==> src/sccg_cfg.svh <==
// offsets, field positions, reset values and cycle counts of the clock prescaler and sleep gate
`ifndef SCCG_CFG_SVH
`define SCCG_CFG_SVH

// ************************************************************
// register byte addresses
// ************************************************************
`define SCCG_ADR_DIVCTRL     8'h00
`define SCCG_ADR_SLEEPCTRL   8'h04
`define SCCG_ADR_STATUS      8'h08
`define SCCG_ADR_WAKECFG     8'h0c

// ************************************************************
// divider control fields
// ************************************************************
`define SCCG_UNLOCK_BIT      7
`define SCCG_UNLOCK_PATTERN  8'h80
`define SCCG_DIVSEL_FUSED    4'h3
`define SCCG_DIVSEL_PLAIN    4'h0
`define SCCG_DIVSEL_LAST     4'h8
`define SCCG_UNLOCK_CYCLES   3'h4

// ************************************************************
// sleep mode codes and wake timing
// ************************************************************
`define SCCG_MODE_IDLE       3'h0
`define SCCG_MODE_ADCQ       3'h1
`define SCCG_MODE_PDOWN      3'h2
`define SCCG_MODE_PSAVE      3'h3
`define SCCG_MODE_STBY       3'h6
`define SCCG_MODE_XSTBY      3'h7
`define SCCG_HOLD_CYCLES     4'h4
`define SCCG_STANDBY_WAKE    4'h6
`define SCCG_STARTUP_DEFAULT 6

`endif

==> src/sccg_pkg.sv <==
// types shared by the clock prescaler and sleep gate
package sccg_pkg;

    typedef enum logic [1:0] {SCCG_RUN, SCCG_SLEEP, SCCG_WAKE, SCCG_HOLD} sccg_fsm_t;

    typedef struct packed {
        logic [7:0] cnt;
        logic [3:0] shift;
        logic       tick;
    } sccg_div_state_t;

    typedef struct packed {
        sccg_fsm_t   fsm;
        logic [3:0]  divSel;
        logic        unlock;
        logic [2:0]  unlockCnt;
        logic        arm;
        logic [2:0]  mode;
        logic [2:0]  sleptMode;
        logic        timer2Async;
        logic [3:0]  upperLevel;
        logic [3:0]  waitCnt;
        logic        ack;
        logic [31:0] rdat;
        logic        cpuTick;
        logic        flashTick;
        logic        ioTick;
        logic        adcTick;
        logic        asyEn;
        logic        mainOscEn;
        logic        timerOscEn;
        logic        cpuHold;
    } sccg_state_t;

endpackage

==> src/sccg_divider.sv <==
// glitch-free power-of-two divider producing one tick per divided period
`timescale 1ns/10ps
`default_nettype none
`include "sccg_cfg.svh"

module sccg_divider
(
    input  wire logic       clock,
    input  wire logic       nrst,
    input  wire logic [3:0] divSel,
    output logic            tick
);
    import sccg_pkg::*;

    sccg_div_state_t s;
    sccg_div_state_t n;

    function automatic logic [7:0] lastCount(input logic [3:0] sh);
        logic [8:0] full;
        full = (9'h001 << sh) - 9'h001;
        return full[7:0];
    endfunction

    // ************************************************************
    // counter; a new ratio is adopted only on a period boundary
    // ************************************************************
    always_comb
    begin
        n = s;
        n.tick = 1'b0;
        if (s.cnt == lastCount(s.shift))
        begin
            n.cnt = 8'h00;
            n.tick = 1'b1;
            // reserved codes leave the running ratio alone
            if (divSel <= `SCCG_DIVSEL_LAST)
            begin
                n.shift = divSel;
            end
        end
        else
        begin
            n.cnt = s.cnt + 8'h01;
        end
    end

    always_ff @(posedge clock)
    begin
        if (!nrst)
        begin
            s <= '0;
        end
        else
        begin
            s <= n;
        end
    end

    assign tick = s.tick;
endmodule
`default_nettype wire

==> src/sccg_top.sv <==
// system clock prescaler with unlock sequence and sleep-mode clock gating
`timescale 1ns/10ps
`default_nettype none
`include "sccg_cfg.svh"

// Overview of operation
// - unlock flag set only by exact pattern 0x80
// - divide select written only while unlocked
// - unlock clears after four cycles or on write
// - repeated unlock neither restarts nor clears window
// - codes 0..8 divide by 1..256, rest reserved
// - reset divide from fuse: 0011 or 0000
// - any divide value writable regardless of fuse
// - divided clock drives CPU and peripherals together
// - three-bit mode field picks the sleep mode
// - each mode keeps its own set of clocks
// - each mode wakes on its own source set
// - upper external interrupts wake only when level, except in idle
// - timer oscillator features need asynchronous timer clock
// - CPU held four cycles after start-up on wake
// - sleep leaves register file and SRAM untouched
// - reset during sleep restarts from reset vector
// - divide change is glitch-free, boundary aligned
// - mode codes 0,1,2,3,6,7; standby needs crystal
// - standby modes wake within six clock cycles
module sccg_top
#(
    parameter int STARTUP_CYCLES = `SCCG_STARTUP_DEFAULT
)
(
    input  wire logic        clock,
    input  wire logic        nrst,
    input  wire logic        divEightFuse,
    input  wire logic        wbCyc,
    input  wire logic        wbStb,
    input  wire logic        wbWe,
    input  wire logic [7:0]  wbAdr,
    input  wire logic [3:0]  wbSel,
    input  wire logic [31:0] wbDatI,
    output logic      [31:0] wbDatO,
    output logic             wbAck,
    input  wire logic        sleepInstr,
    input  wire logic        crystalSelected,
    input  wire logic [7:0]  extIntReq,
    input  wire logic        pinChangeReq,
    input  wire logic        twiMatchReq,
    input  wire logic        timer2Req,
    input  wire logic        spmReadyReq,
    input  wire logic        adcDoneReq,
    input  wire logic        wdtReq,
    input  wire logic        otherIrqReq,
    output logic             cpuClkTick,
    output logic             flashClkTick,
    output logic             ioClkTick,
    output logic             adcClkTick,
    output logic             asyClkEn,
    output logic             mainOscEn,
    output logic             timerOscEn,
    output logic             cpuHold,
    output sccg_pkg::sccg_fsm_t powerState
);
    import sccg_pkg::*;

    sccg_state_t s;
    sccg_state_t n;
    logic        divTick;
    logic        busReq;
    logic        busWr;
    logic [6:0]  mask;
    logic        wakeNow;

    localparam logic [3:0] STARTUP_W = 4'(STARTUP_CYCLES);

    sccg_divider u_div
    (
        .clock  (clock),
        .nrst   (nrst),
        .divSel (s.divSel),
        .tick   (divTick)
    );

    // ************************************************************
    // mode helpers
    // ************************************************************
    function automatic logic modeValid(input logic [2:0] m, input logic xtal);
        if (m == `SCCG_MODE_STBY || m == `SCCG_MODE_XSTBY)
            return xtal;
        else if (m == `SCCG_MODE_IDLE || m == `SCCG_MODE_ADCQ)
            return 1'b1;
        else if (m == `SCCG_MODE_PDOWN || m == `SCCG_MODE_PSAVE)
            return 1'b1;
        else
            return 1'b0;
    endfunction

    // {cpu, flash, io, adc, asy, main, timer osc}
    function automatic logic [6:0] sleepMask(input logic [2:0] m, input logic t2a);
        logic [6:0] r;
        r = 7'h00;
        case (m)
            `SCCG_MODE_IDLE:  r = {4'b0011, 1'b1, 1'b1, t2a};
            `SCCG_MODE_ADCQ:  r = {4'b0001, 1'b1, 1'b1, t2a};
            `SCCG_MODE_PSAVE: r = {4'b0000, 1'b1, 1'b0, t2a};
            `SCCG_MODE_STBY:  r = {4'b0000, 1'b0, 1'b1, 1'b0};
            `SCCG_MODE_XSTBY: r = {4'b0000, t2a, 1'b1, t2a};
            default:          r = 7'h00;
        endcase
        return r;
    endfunction

    function automatic logic wakeAllowed(input logic [2:0] m, input logic t2a,
                                         input logic [3:0] lvl);
        logic extOk;
        logic base;
        extOk = (|extIntReq[3:0]) | (|(extIntReq[7:4] & lvl)) | pinChangeReq;
        base = extOk | twiMatchReq | wdtReq;
        case (m)
            `SCCG_MODE_IDLE:  return base | (|extIntReq[7:4]) | timer2Req | spmReadyReq
                                     | adcDoneReq | otherIrqReq;
            `SCCG_MODE_ADCQ:  return base | (timer2Req & t2a) | spmReadyReq | adcDoneReq;
            `SCCG_MODE_PSAVE: return base | timer2Req;
            `SCCG_MODE_XSTBY: return base | timer2Req;
            default:          return base;
        endcase
    endfunction

    function automatic logic [3:0] startupOf(input logic [2:0] m);
        if (m == `SCCG_MODE_STBY || m == `SCCG_MODE_XSTBY)
            return `SCCG_STANDBY_WAKE;
        else if (m == `SCCG_MODE_PDOWN || m == `SCCG_MODE_PSAVE)
            return STARTUP_W;
        else
            return 4'h0;
    endfunction

    assign busReq  = wbCyc & wbStb & ~s.ack;
    assign busWr   = busReq & wbWe & wbSel[0];

    // ************************************************************
    // next state
    // ************************************************************
    always_comb
    begin
        n = s;
        n.ack = busReq;
        n.rdat = 32'h0000_0000;
        mask = 7'h00;
        // not in an assign: the function reads the request pins directly
        wakeNow = wakeAllowed(s.sleptMode, s.timer2Async, s.upperLevel);
        if (busReq && !wbWe)
        begin
            if (wbAdr == `SCCG_ADR_DIVCTRL)
                n.rdat = {24'h0, s.unlock, 3'b000, s.divSel};
            else if (wbAdr == `SCCG_ADR_SLEEPCTRL)
                n.rdat = {28'h0, s.mode, s.arm};
            else if (wbAdr == `SCCG_ADR_STATUS)
                n.rdat = {25'h0, s.sleptMode, s.cpuHold, 1'b0, s.fsm};
            else if (wbAdr == `SCCG_ADR_WAKECFG)
                n.rdat = {24'h0, s.upperLevel, 3'b000, s.timer2Async};
            else
                n.rdat = 32'h0000_0000;
        end

        // window runs out by itself; a repeat pattern does not touch it
        if (s.unlock)
        begin
            if (s.unlockCnt == `SCCG_UNLOCK_CYCLES)
                n.unlock = 1'b0;
            else
                n.unlockCnt = s.unlockCnt + 3'h1;
        end

        if (busWr && wbAdr == `SCCG_ADR_DIVCTRL)
        begin
            if (wbDatI[7:0] == `SCCG_UNLOCK_PATTERN)
            begin
                if (!s.unlock)
                begin
                    n.unlock = 1'b1;
                    n.unlockCnt = 3'h1;
                end
            end
            else if (!wbDatI[`SCCG_UNLOCK_BIT] && s.unlock)
            begin
                n.divSel = wbDatI[3:0];
                n.unlock = 1'b0;
            end
        end
        else if (busWr && wbAdr == `SCCG_ADR_SLEEPCTRL)
        begin
            n.arm = wbDatI[0];
            n.mode = wbDatI[3:1];
        end
        else if (busWr && wbAdr == `SCCG_ADR_WAKECFG)
        begin
            n.timer2Async = wbDatI[0];
            n.upperLevel = wbDatI[7:4];
        end

        // only clocks are stopped; no storage is cleared on the way in or out
        case (s.fsm)
            SCCG_RUN:
            begin
                if (sleepInstr && s.arm && modeValid(s.mode, crystalSelected))
                begin
                    n.fsm = SCCG_SLEEP;
                    n.sleptMode = s.mode;
                end
            end
            SCCG_SLEEP:
            begin
                if (wakeNow)
                begin
                    if (startupOf(s.sleptMode) == 4'h0)
                    begin
                        n.fsm = SCCG_HOLD;
                        n.waitCnt = `SCCG_HOLD_CYCLES - 4'h1;
                    end
                    else
                    begin
                        n.fsm = SCCG_WAKE;
                        n.waitCnt = startupOf(s.sleptMode) - 4'h1;
                    end
                end
            end
            SCCG_WAKE:
            begin
                if (s.waitCnt == 4'h0)
                begin
                    n.fsm = SCCG_HOLD;
                    n.waitCnt = `SCCG_HOLD_CYCLES - 4'h1;
                end
                else
                begin
                    n.waitCnt = s.waitCnt - 4'h1;
                end
            end
            SCCG_HOLD:
            begin
                if (s.waitCnt == 4'h0)
                    n.fsm = SCCG_RUN;
                else
                    n.waitCnt = s.waitCnt - 4'h1;
            end
            default:
            begin
                n.fsm = SCCG_RUN;
            end
        endcase

        // clock gates follow the state being entered, so they change with it
        case (n.fsm)
            SCCG_RUN:   mask = {6'h3f, n.timer2Async};
            SCCG_HOLD:  mask = {4'b0011, 2'b11, n.timer2Async};
            default:    mask = sleepMask(n.sleptMode, n.timer2Async);
        endcase
        n.cpuTick    = divTick & mask[6];
        n.flashTick  = divTick & mask[5];
        n.ioTick     = divTick & mask[4];
        n.adcTick    = divTick & mask[3];
        n.asyEn      = mask[2];
        n.mainOscEn  = mask[1];
        n.timerOscEn = mask[0];
        n.cpuHold    = (n.fsm != SCCG_RUN);
    end

    // ************************************************************
    // state register
    // ************************************************************
    always_ff @(posedge clock)
    begin
        if (!nrst)
        begin
            s <= '0;
            s.divSel <= divEightFuse ? `SCCG_DIVSEL_FUSED : `SCCG_DIVSEL_PLAIN;
        end
        else
        begin
            s <= n;
        end
    end

    assign wbDatO       = s.rdat;
    assign wbAck        = s.ack;
    assign cpuClkTick   = s.cpuTick;
    assign flashClkTick = s.flashTick;
    assign ioClkTick    = s.ioTick;
    assign adcClkTick   = s.adcTick;
    assign asyClkEn     = s.asyEn;
    assign mainOscEn    = s.mainOscEn;
    assign timerOscEn   = s.timerOscEn;
    assign cpuHold      = s.cpuHold;
    assign powerState   = s.fsm;
endmodule
`default_nettype wire

==> config.mk <==
export PLATFORM = sky130hd
export DESIGN_NAME = sccg_top
export DESIGN_NICKNAME = d
export VERILOG_FILES = /design/src/sccg_pkg.sv /design/src/sccg_divider.sv /design/src/sccg_top.sv
export VERILOG_INCLUDE_DIRS = /design/src
export SDC_FILE = /design/constraint.sdc
export NUM_CORES = 1
export LEC_CHECK = 0
export BUFFER_PORTS_ARGS = -buffer_cell sky130_fd_sc_hd__clkbuf_2
export CAP_MARGIN = 10
export CORE_UTILIZATION = 45
export DETAILED_ROUTE_END_ITERATION = 10
export PLACE_DENSITY = 0.78
export SLEW_MARGIN = 10
export SYNTH_ARGS = -nofsm -noshare
export SYNTH_HDL_FRONTEND = slang
export SYNTH_HIERARCHICAL = 1
export SYNTH_SLANG_ARGS = --single-unit
==> constraint.sdc <==
create_clock -name clock -period 2.6 [get_ports clock]
set_clock_uncertainty 0.15 [all_clocks]
set_input_delay 0.26 -clock clock [delete_from_list [all_inputs] [get_ports clock]]
set_output_delay 0.26 -clock clock [all_outputs]
set_load 0.02 [all_outputs]
# Word level (Yosys, flattened, before mapping)

Index checks and enable logic that the tools add are counted.
W data, S select, Z words.

Bits in registers: 80
Latch bits: 0
RAM bits: 0
Memory bits (read-only): 0
Bits of input ports: 67
Output and inout bits: 43
Logic and storage cells: 175
Memories: 0

Add/subtract/negate cells: 5
Multipliers: 0
Div/mod/pow operators: 0
Order comparisons: 1
Equal/unequal tests: 29
Shift operators: 1
Multiplexer cells: 49
Bitwise operators: 28
Reduce and logical (&&, ||, !) cells: 37

Operator list:

| kind                  | count |
|---|---|
| $mux W65              | 1 |
| $mux W4               | 14 |
| $mux W8               | 6 |
| $pmux W5 S5           | 1 |
| $eq A3 B3 Y1 const B  | 7 |
| $mux W5               | 4 |
| $mux W3               | 6 |
| $eq A8 B4 Y1 const B  | 2 |
| $reduce_or A4 Y1      | 4 |
| $eq A3 B2 Y1 const B  | 5 |
| $pmux W7 S2           | 1 |
| $or A1 B1 Y1          | 13 |
| $pmux W4 S3           | 1 |
| $mux W2               | 5 |
| $and A1 B1 Y1         | 9 |
| $eq A3 B1 Y1 const B  | 3 |
| $logic_not A3 Y1      | 3 |
| $reduce_and A3 Y1     | 3 |
| $add A8 B1 Y8 const B | 1 |
| $eq A8 B3 Y1 const B  | 1 |
| $eq A8 B8 Y1          | 1 |
| $eq A8 B8 Y1 const B  | 1 |
| $logic_not A4 Y1      | 2 |
| $logic_not A8 Y1      | 1 |
| 23 further kinds      | 55 |

# Longest topological paths before layout

Gate-level depths: netlist (run 1).

Depth after elaboration: 23
Mapped depth: 10
Mapped depth without buffers: 10

# Modules after synthesis

Netlist (run 1), hierarchy kept.

By module, submodules not included:

| module       | instances | cells each | area each (µm²) | seq. area each (µm²) |
|---|---|---|---|---|
| sccg_top     | 1         | 265        | 2319.7          | 880.8 |
| sccg_divider | 1         | 87         | 794.5           | 260.2 |

# Least setup slack after synthesis (run 1)

Ideal clock, no wire load.

Path type: reg2reg
Start point: register u_div/s[4] in the netlist's numbering
End point: register u_div/s[4] in the netlist's numbering
Library setup time: 0.119 ns
Arrival time: 2.522 ns
Required time: 2.331 ns
Slack: -0.190 ns
Stages on the path, launching flop included: 9
Buffers on the path: 1
Period minus slack after synthesis: 2.790 ns
Cell sequence: dfxtp_1 -> buf_2 -> or4b_2 -> ha_1 -> xnor2_1 -> a221oi_2 -> nand3_2 -> or3_4 -> o221a_1

Word-level cells in the longest chain between the ends: 4

Ends and longest elaborated chain:

| element                     | RTL line           | text |
|---|---|---|
| from (decl)                 | sccg_divider.sv:15 | `sccg_div_state_t s;` |
| from (signal assigned)      | sccg_divider.sv:55 | `s <= n;` |
| $shl A1 B4 Y8               | sccg_divider.sv:20 | `full = (9'h001 << sh) - 9'h001;` |
| $sub A8 B1 Y8               | sccg_divider.sv:20 |  |
| $eq A8 B8 Y1                | sccg_divider.sv:31 | `if (s.cnt == lastCount(s.shift))` |
| $reduce_and A2 Y1 (no line) | --                 |  |

No other way between the ends.
A chain may end at the register's enable or synchronous reset.

# Worst setup path after layout (run 1)

Same ends and word-level chain as after synthesis.

==> results of run 1 <==
## routing by layer
| layer | global-route usage [%] | vias up | wire length (microns) |
|---|---|---|---|
| met3 | 3.89 | 10 | 359 |
| met1 | 23.0 | 1215 | 2950 |
| li1 | - | 1288 | - |
| met4 | 5.70 | 0 | 98 |
| met2 | 34.2 | 90 | 3340 |
| met5 | 0 | - | 0 |
## path summary, 6_finish.rpt
path | start | to | slack, ns | depth (start not counted)
setup / recovery | u_div/s[4] | u_div/s[4] | 0.08 | 7
hold reg to reg | u_div/tick | adcClkTick | 0.33 | 2
setup reg to reg | u_div/s[4] | u_div/s[4] | 0.08 | 7
hold / removal | wbDatI[5] | s[46] | 0.05 | 3
## registers in the layout (all words and copies together), names as in the netlist, 2 cells and up
| signal | cells |
|---|---|
| s | 24 |
| wbDatO | 8 |
| u_div/s | 12 |
| powerState | 2 |
## final cells by class
class | count | area (sq um)
clock buffer | 5 | 68.8
clock inverter | 3 | 23.8
fill | 606 | 3000
inverter | 14 | 52.6
multi-input combinational | 256 | 1710
sequential | 55 | 1140
tap | 77 | 96.3
timing repair buffer | 77 | 433
## Yosys cell counts (6+ instances only)
cell type / instances
o21ai_0: 8
nand2_1: 27
dfxtp_1: 51
nor2_1: 32
a21oi_1: 11
nor3_1: 11
inv_1: 13
and2_1: 8
clkbuf_1: 11
nand3_1: 12
buf_4: 36
and3_1: 6
ha_1: 8
mux2i_1: 20
or3_1: 6
xor2_1: 9
## power groups by stage
stage / Sequential, mW / Combinational (mW) / Clock (mW)
floorplan: 1.04 / 1.18 / 0
global placement: 1.05 / 1.56 / 0
detailed placement: 1.05 / 1.62 / 0
CTS: 1.03 / 1.64 / 0.501
global route: 1.05 / 1.84 / 0.534
finish: 1.04 / 1.66 / 0.487
## layout by cell type (no fill, tap or decap), types with 4 or more instances in the layout
cell type  count
edfxtp_1       4
dfxtp_1       50
ha_1           6
xnor2_1        4
conb_1        24
o21ai_0        8
clkbuf_8       5
mux2i_1       20
inv_1         13
buf_4         19
clkbuf_2      58
nand2_1       27
a21oi_1       11
and2_1         7
nand3_1       12
or3_1          6
nor2_1        32
xor2_1         9
nor3_1        11
and3_1         6
## metrics by stage
stage | std cells | hold slack [ns]
2_1_floorplan | 375 | 0.254
3_3_place_gp | 479 | 0.312
3_5_place_dp | 479 | 0.315
4_1_cts | 487 | 0.0514
5_1_grt | 487 | 0.0487
6_report | 487 | 0.0475
## worst register-to-register path, cell delays in order (launching register included)
cell      delay [ns]
dfxtp_2         0.35
or4_4           0.55
ha_4            0.26
xnor2_1         0.12
a221oi_2        0.19
nand3_2         0.16
or3_4           0.39
o221a_1         0.25
## kinds of logic (layout without fill, tap and decap cells)
logic type | after synthesis | after routing | share of synthesized area (%)
buffers and inverters | 64 | 99 | 12.4
flip-flops | 55 | 55 | 36.6
XOR/XNOR | 13 | 13 | 3.66
other | 1 | 24 | 0.120
AND/OR/NAND/NOR | 131 | 131 | 23.5
AO/OA/AOI/OAI | 59 | 59 | 13.7
multiplexers | 21 | 21 | 6.79
adder cells (fa/ha/maj) | 8 | 8 | 3.21
## repair_timing
item / in CTS / in global routing
setup buffers: 0 / 0
gates resized for setup: 1 / 3
pin swaps: 0 / 2
hold buffers: 0 / 0
endpoints found under the setup margin: 1 / 9
==> flow_summary.ini, run 1 <==
[cts]
max-clock-path-buffers = 2
cts_tree = built
clockRootBuffer = clkbuf_8
cts_htree_levels = 2
numCtsBuffers = 5
clk_latency_ns = 0.31
clk_pin_slew_ns = 0.11
cts.sinks = 55

[routing]
dr_total_vias = 2603
drtPass1Iterations = 4
drt-initial-drc-count = 141
routed_wl_mm = 6.75
ant_nets = 0
wl_per_cell_microns = 13.9
drc = 0
avgViaCountPerCell = 5.34

[placement]
dp_hpwl_mm = 5.19
gp_congestion = 0.858
preCtsSetupSlack_ns = -0.0381
postPlaceCellArea_sq_mm = 0.00342
io_buffer_count = 58

[sta]
rsz0062_at_grt = yes
tightest_slew_ns = 0.588
maxClockFrequency_mhz = 397
relSlewSlack_pct = 60.8
finalHoldViolations = 0
min_period_ns = 2.52
drv_slew = 0
min_period_over_period_pct = 97.0
setup_violations = 0
layout_setup_ws_ns = 0.0780
tns_ns = 0

[worst_setup_path]
critPathTopFamily = simple AND/OR/NAND/NOR gates
crit_path_max_incr_delay_ns = 0.55
endpoint_kind = flip-flop
critPathBufInv = 0
crit_chain = or4_4 -> ha_4 -> xnor2_1 -> a221oi_2 -> nand3_2 -> or3_4 -> o221a_1
crit_slowest_cell = or4_4
crit_arrival_ns = 2.58
worstSetupPathType = reg2reg
cp_data_required_time_ns = 2.65
start_kind = flip-flop
cp_max_fo = 4

[global_routing]
grt_pass1_wl_mm = 11.2
antenna_found_initial = 0
track_usage_pct = 19.1
grt_pass1_vias = 2473
grt_overflow = 0
grt_max_degree = 29

[synthesis]
synth_area_sq_mm = 0.00311
yosysUniqueCellTypes = 67
synth_top_area_cell = dfxtp_1
async_flop_share_pct = 0
ys.flop_type = dfxtp_1
syn_inst = 352
ys_top_cells_by_area = dfxtp_1 (33%), buf_4 (8.7%), mux2i_1 (6.4%), edfxtp_1 (3.9%), nor2_1 (3.9%)
ys_seq_area_share_pct = 36.6
synth-edff-count = 4
ys_warn_count = 6
avgSynthCellArea_sq_um = 8.85
netlist.area_leader.share_pct = 32.8
ys_ff_latch = 55

[power]
p_total_mw = 3.19
clockPowerShare_pct = 15.3
static-leakage-power_nw = 1.54
seqPwrFrac_pct = 32.5
switchingPower_mw = 1.25
power-per-cell-area_mw_per_mm2 = 903
internal_power_mw = 1.94
peakVddDrop_v = 0.000777
p_comb_share_pct = 52.2
netSwitchingFraction_pct = 39.2

[outcome]
outcome = completed

[floorplan]
die_x_microns = 85.2
rows = 29
die_area_sq_mm = 0.00726
io-pin-count = 110
core_area_sq_mm = 0.00653
start_util_pct = 47.7
fp.dieH_microns = 85.2

[finish]
antenna_cells = 0
nets = 484
postLayoutCoreUtil_pct = 54.0
drive_gt1_share_pct = 25.9
syn2layout_area_growth_pct = 13.3
finish.instance_area_sq_mm = 0.00353

[min_path]
min_path_type = in2reg

[job]
maxCapViolations = 0
Power figures use the tool's default switching activity.
==> run 2, diff against run 1 <==
--- a/config.mk
+++ b/config.mk
@@ -8,11 +8,11 @@
 export LEC_CHECK = 0
 export BUFFER_PORTS_ARGS = -buffer_cell sky130_fd_sc_hd__clkbuf_2
 export CAP_MARGIN = 10
+export CORE_MARGIN = 5
 export CORE_UTILIZATION = 45
 export DETAILED_ROUTE_END_ITERATION = 10
 export PLACE_DENSITY = 0.78
 export SLEW_MARGIN = 10
 export SYNTH_ARGS = -nofsm -noshare
 export SYNTH_HDL_FRONTEND = slang
-export SYNTH_HIERARCHICAL = 1
 export SYNTH_SLANG_ARGS = --single-unit
==> flow_summary.ini, run 2 <==
[outcome]
outcome = completed

[finish]
syn2layout_area_growth_pct = 16.2
antenna_cells = 0
nets = 482
drive_gt1_share_pct = 28.2
layout_common_cells = clkbuf_2 (58), dfxtp_1 (47), nor2_1 (29)
largest_register = s
postLayoutCoreUtil_pct = 53.0
final_common_cell = clkbuf_2
largest_reg_flops = 24

[power]
power-per-cell-area_mw_per_mm2 = 892
peakVddDrop_v = 0.000539
clockPowerShare_pct = 15.1
static-leakage-power_nw = 1.54
seqPwrFrac_pct = 32.7
switchingPower_mw = 1.20
internal_power_mw = 1.97
p_comb_share_pct = 52.1
netSwitchingFraction_pct = 37.8

[synthesis]
synth_common_cells = dfxtp_1 (51), buf_4 (35), nor2_1 (30)
synth_top_area_cell = dfxtp_1
ys.flop_type = dfxtp_1
ys_seq_area_share_pct = 37.3
synth-edff-count = 4
async_flop_share_pct = 0
ys_ff_latch = 55
ys_warn_count = 0
syn_inst = 345
ys_top_cells_by_area = dfxtp_1 (33%), buf_4 (8.6%), mux2i_1 (6.2%), edfxtp_1 (3.9%), nor2_1 (3.7%)
netlist.area_leader.share_pct = 33.3
yosysUniqueCellTypes = 60
avgSynthCellArea_sq_um = 8.87
synth_area_sq_mm = 0.00306
yosysMostFrequentCell = dfxtp_1

[floorplan]
core_area_sq_mm = 0.00672
rows = 30
die_area_sq_mm = 0.00855
die_x_microns = 92.5
fp.dieH_microns = 92.5
io-pin-count = 110
start_util_pct = 45.6

[global_routing]
grt_max_degree = 21
antenna_found_initial = 0
grt_pass1_vias = 2439
track_usage_pct = 15.9
grt_pass1_wl_mm = 11.3
grt_overflow = 0

[routing]
dr_total_vias = 2566
routed_wl_mm = 6.98
ant_nets = 0
wl_met3_microns = 287
wl_met2_mm = 3.41
top_layer = met4
avgViaCountPerCell = 5.26
wl_per_cell_microns = 14.3
wl_met1_mm = 3.19
drt-initial-drc-count = 133
drtPass1Iterations = 4
drc = 0

[sta]
setup_violations = 0
whs_ns = 0.0855
rsz0062_at_grt = yes
min_period_ns = 2.59
finalHoldViolations = 0
maxClockFrequency_mhz = 387
drv_slew = 0
min_period_over_period_pct = 99.5
tns_ns = 0

[cts]
holdBufCountCts = 0
numCtsBuffers = 5
clockRootBuffer = clkbuf_8
clk_latency_ns = 0.31
cts_htree_levels = 2
clk_pin_slew_ns = 0.10
cts_tree = built
cts.sinks = 55
max-clock-path-buffers = 2

[worst_setup_path]
crit_chain = or4b_4 -> ha_4 -> or3_4 -> a21oi_4 -> o21ai_4 -> a211o_1 -> o221a_1
reg2reg_depth = 7
crit_slowest_cell = or4b_4
worstReg2RegEnd = u_div.s[4]
start_kind = flip-flop
worstSetupPathType = reg2reg
r2r_slack_ns = 0.01
endpoint_kind = flip-flop
r2r-start = u_div.s[3]
crit_arrival_ns = 2.64
crit_path_max_incr_delay_ns = 0.55
cp_data_required_time_ns = 2.65
cp_max_fo = 4
cp-startpoint = u_div.s[3]

[placement]
gp_congestion = 0.858
dp_hpwl_mm = 5.44
io_buffer_count = 58

[min_path]
hold_path_end = s[46]
hold_start = wbDatI[5]
min_path_type = in2reg
min_path_cells = 3

[job]
maxCapViolations = 0
-- run 2: cell count changes in the layout (fill, tap and decap cells not counted), moves of 3 or more --
cell      delta
a31oi_1      +5
nand2_1      -5
buf_4        +4
inv_1        -4
nor2b_1      +4
dfxtp_1      -3
nand3_1      -3
nand4_1      +3
nor2_1       -3
o21bai_1     +3
-- run 2: cells by family after synthesis --
logic type / after synthesis / share of synthesized area, %
simple gates: 124 / 21.8
fa+ha+maj: 8 / 3.27
flops: 55 / 37.3
compound gates: 63 / 14.3
buf+inv: 60 / 12.2
xor+xnor: 13 / 3.72
other cells: 1 / 0.122
mux: 21 / 7.31
-- run 2: layout make-up --
cell class,instances,area (sq um)
fill,608,3160
multi-input combinational,253,1720
sequential,55,1150
timing repair buffer,81,463
tap,80,100
clock buffer,6,72.6
inverter,11,41.3
clock inverter,2,16.3
-- run 2: how the worst max path moves through the flow --
stage	end	cells past startpoint	slack (ns)
2_1_floorplan	u_div.s[4]	8	0.06
3_3_place_gp	timerOscEn	12	0.03
4_1_cts	timerOscEn	12	-0.01
5_1_grt	u_div.s[4]	7	-0.04
3_5_place_dp	timerOscEn	12	-0.02
6_report	u_div.s[4]	7	0.01
-- run 2: power by group through the flow --
stage | sequential [mW] | clock, mW | combinational, mW
finish | 1.04 | 0.480 | 1.65
global route | 1.05 | 0.522 | 1.81
floorplan | 1.04 | 0 | 1.08
CTS | 1.03 | 0.490 | 1.48
global placement | 1.05 | 0 | 1.42
detailed placement | 1.05 | 0 | 1.47
-- run 2: worst max-delay path: cells and delay by family (launching register included) --
family,cells,cell delay [ns]
AOI/OAI and AO/OA,4,0.87
adders and majority gates,1,0.20
DFF,1,0.37
and+or+nand+nor,2,0.89
-- run 2: metal layers --
metal,GRT usage [%],vias to the layer above
li1,-,1290
met1,21.3,1211
met2,26.3,58
met3,2.44,7
met4,4.70,0
met5,0,-
-- run 2: what timing repair did --
item	CTS	global route
buffers inserted	0	5
pin swaps	1	7
endpoints found under the setup margin	2	9
gates resized for setup	3	15
-- run 2: stage by stage --
step	power, mW	std cells	setup WS, ns	instance area [sq um]
after floorplan	2.12	368	0.0584	3180
after global placement	2.47	475	0.0324	3370
after detailed placement	2.52	475	-0.0219	3370
after CTS	3.01	483	-0.0132	3460
after global routing	3.39	488	-0.0447	3560
final	3.17	488	0.0135	3560
==> run 3, diff against run 2 <==
--- a/config.mk
+++ b/config.mk
@@ -7,11 +7,11 @@
 export NUM_CORES = 1
 export LEC_CHECK = 0
 export BUFFER_PORTS_ARGS = -buffer_cell sky130_fd_sc_hd__clkbuf_2
-export CAP_MARGIN = 10
 export CORE_MARGIN = 5
 export CORE_UTILIZATION = 45
 export DETAILED_ROUTE_END_ITERATION = 10
 export PLACE_DENSITY = 0.78
+export REMOVE_ABC_BUFFERS = 1
 export SLEW_MARGIN = 10
 export SYNTH_ARGS = -nofsm -noshare
 export SYNTH_HDL_FRONTEND = slang
==> flow_summary.ini, run 3 (same netlist as run 2, synthesis figures left out) <==
[floorplan]
core_area_sq_mm = 0.00672
rows = 30
io-pin-count = 110
die_x_microns = 92.5
fp.dieH_microns = 92.5
start_util_pct = 45.6
die_area_sq_mm = 0.00855

[sta]
whs_ns = 0.0572
setup_violations = 0
min_period_ns = 2.54
maxClockFrequency_mhz = 394
drv_slew = 0
finalHoldViolations = 0
min_period_over_period_pct = 97.5
relSlewSlack_pct = 40.2
rsz0062_at_grt = yes
tightest_slew_ns = 0.896

[finish]
drive_gt1_share_pct = 28.7
layout_common_cells = clkbuf_2 (58), dfxtp_1 (46), nor2_1 (30)
stdcell_count = 491
seqCellArea_sq_mm = 0.00115
final_common_cell = clkbuf_2
syn2layout_area_growth_pct = 16.8
antenna_cells = 0
postLayoutCoreUtil_pct = 53.2
nets = 485
fillers = 607
largest_register = s
finish.instance_area_sq_mm = 0.00358
largest_reg_flops = 24
multi_input_area_sq_mm = 0.00171

[min_path]
min_path_cells = 3
hold_start = wbDatI[4]
hold_path_end = s[45]
min_path_type = in2reg

[cts]
numCtsBuffers = 5
cts_tree = built
cts.sinks = 55
max-clock-path-buffers = 2
clk_latency_ns = 0.31
clk_pin_slew_ns = 0.09
cts_htree_levels = 2
holdBufCountCts = 0
clockRootBuffer = clkbuf_8

[global_routing]
track_usage_pct = 16.9
grt_overflow = 0
grt_pass1_vias = 2501
grt_pass1_wl_mm = 11.7
grt_max_degree = 30
antenna_found_initial = 0

[worst_setup_path]
r2r_slack_ns = 0.06
worstSetupPathType = reg2reg
crit_chain = buf_6 -> or4_4 -> ha_4 -> or3_4 -> a21oi_4 -> o21ai_2 -> buf_4 -> a211oi_4 -> o221a_1
crit_arrival_ns = 2.64
cp_data_required_time_ns = 2.70
endpoint_kind = flip-flop
start_kind = flip-flop
crit_path_max_incr_delay_ns = 0.44
crit_slowest_cell = or4_4
cp_max_fo = 4
reg2reg_depth = 9
r2r-start = u_div.s[3]
worstReg2RegEnd = u_div.s[4]

[job]
maxCapViolations = 0

[routing]
wl_per_cell_microns = 14.3
avgViaCountPerCell = 5.26
ant_nets = 0
drtPass1Iterations = 4
drc = 0
drt-initial-drc-count = 96
dr_total_vias = 2581
routed_wl_mm = 7.01

[outcome]
outcome = completed

[power]
static-leakage-power_nw = 1.56
power-per-cell-area_mw_per_mm2 = 893
peakVddDrop_v = 0.000533

[placement]
gp_congestion = 0.848
dp_hpwl_mm = 5.32
io_buffer_count = 58
place_inst = 480
postPlaceCellArea_sq_mm = 0.00338
## run 3: cell type report
type,count,area share [%]
clock inverter,1,0.140
timing repair buffer,84,13.8
inverter,11,1.15
clock buffer,7,2.13
sequential,55,32.1
multi-input combinational,253,47.9
tap,80,2.80
## run 3: timing repair
action / 4_1_cts / 5_1_grt
pin swaps: 6 / 8
gates resized for setup: 11 / 16
buffers inserted: 0 / 4
hold endpoints to repair: 0 / 0
endpoints found under the setup margin: 13 / 16
## run 3: how the worst max path moves through the flow
| stage | start | endpoint | slack, ns | depth (start not counted) |
|---|---|---|---|---|
| floorplan | u_div.s[2] | u_div.s[4] | -0.11 | 7 |
| global placement | u_div.s[2] | u_div.s[4] | -0.13 | 8 |
| CTS | u_div.s[4] | u_div.s[4] | -0.03 | 9 |
| global route | s[41] | adcClkTick | -0.02 | 13 |
| detailed placement | u_div.s[2] | u_div.s[4] | -0.18 | 8 |
| finish | u_div.s[3] | u_div.s[4] | 0.06 | 9 |
## run 3: critical path: cells and delay by family, from the launching register on
kind / cells / cell delay [ns]
simple gates: 2 / 0.78
compound gates: 4 / 0.75
flops: 1 / 0.35
buf+inv: 2 / 0.26
fa+ha+maj: 1 / 0.20
## run 3: stage by stage
| step | setup WS [ns] | total power [mW] | TNS (ns) |
|---|---|---|---|
| CTS | -0.0321 | 3.02 | -0.0858 |
| floorplan | -0.115 | 1.97 | -0.463 |
| finish | 0.0638 | 3.20 | 0 |
| global placement | -0.131 | 2.45 | -1.13 |
| global route | -0.0200 | 3.41 | -0.0805 |
| detailed placement | -0.181 | 2.49 | -1.84 |
## run 3: report_power, final
part / internal [mW] / switching (mW) / leakage, nW
combinational: 0.859 / 0.836 / 1.07
sequential: 0.946 / 0.0955 / 0.456
clock: 0.190 / 0.269 / 0.0422
## run 3: layer usage
metal	global-route usage, %	vias to the layer above	routed length (microns)	share of wire [%]
li1	-	1296	-	-
met1	20.7	1202	2960	42
met2	29.3	73	3490	50
met3	3.66	10	449	6.4
met4	5.82	0	106	1.5
met5	0	-	0	0
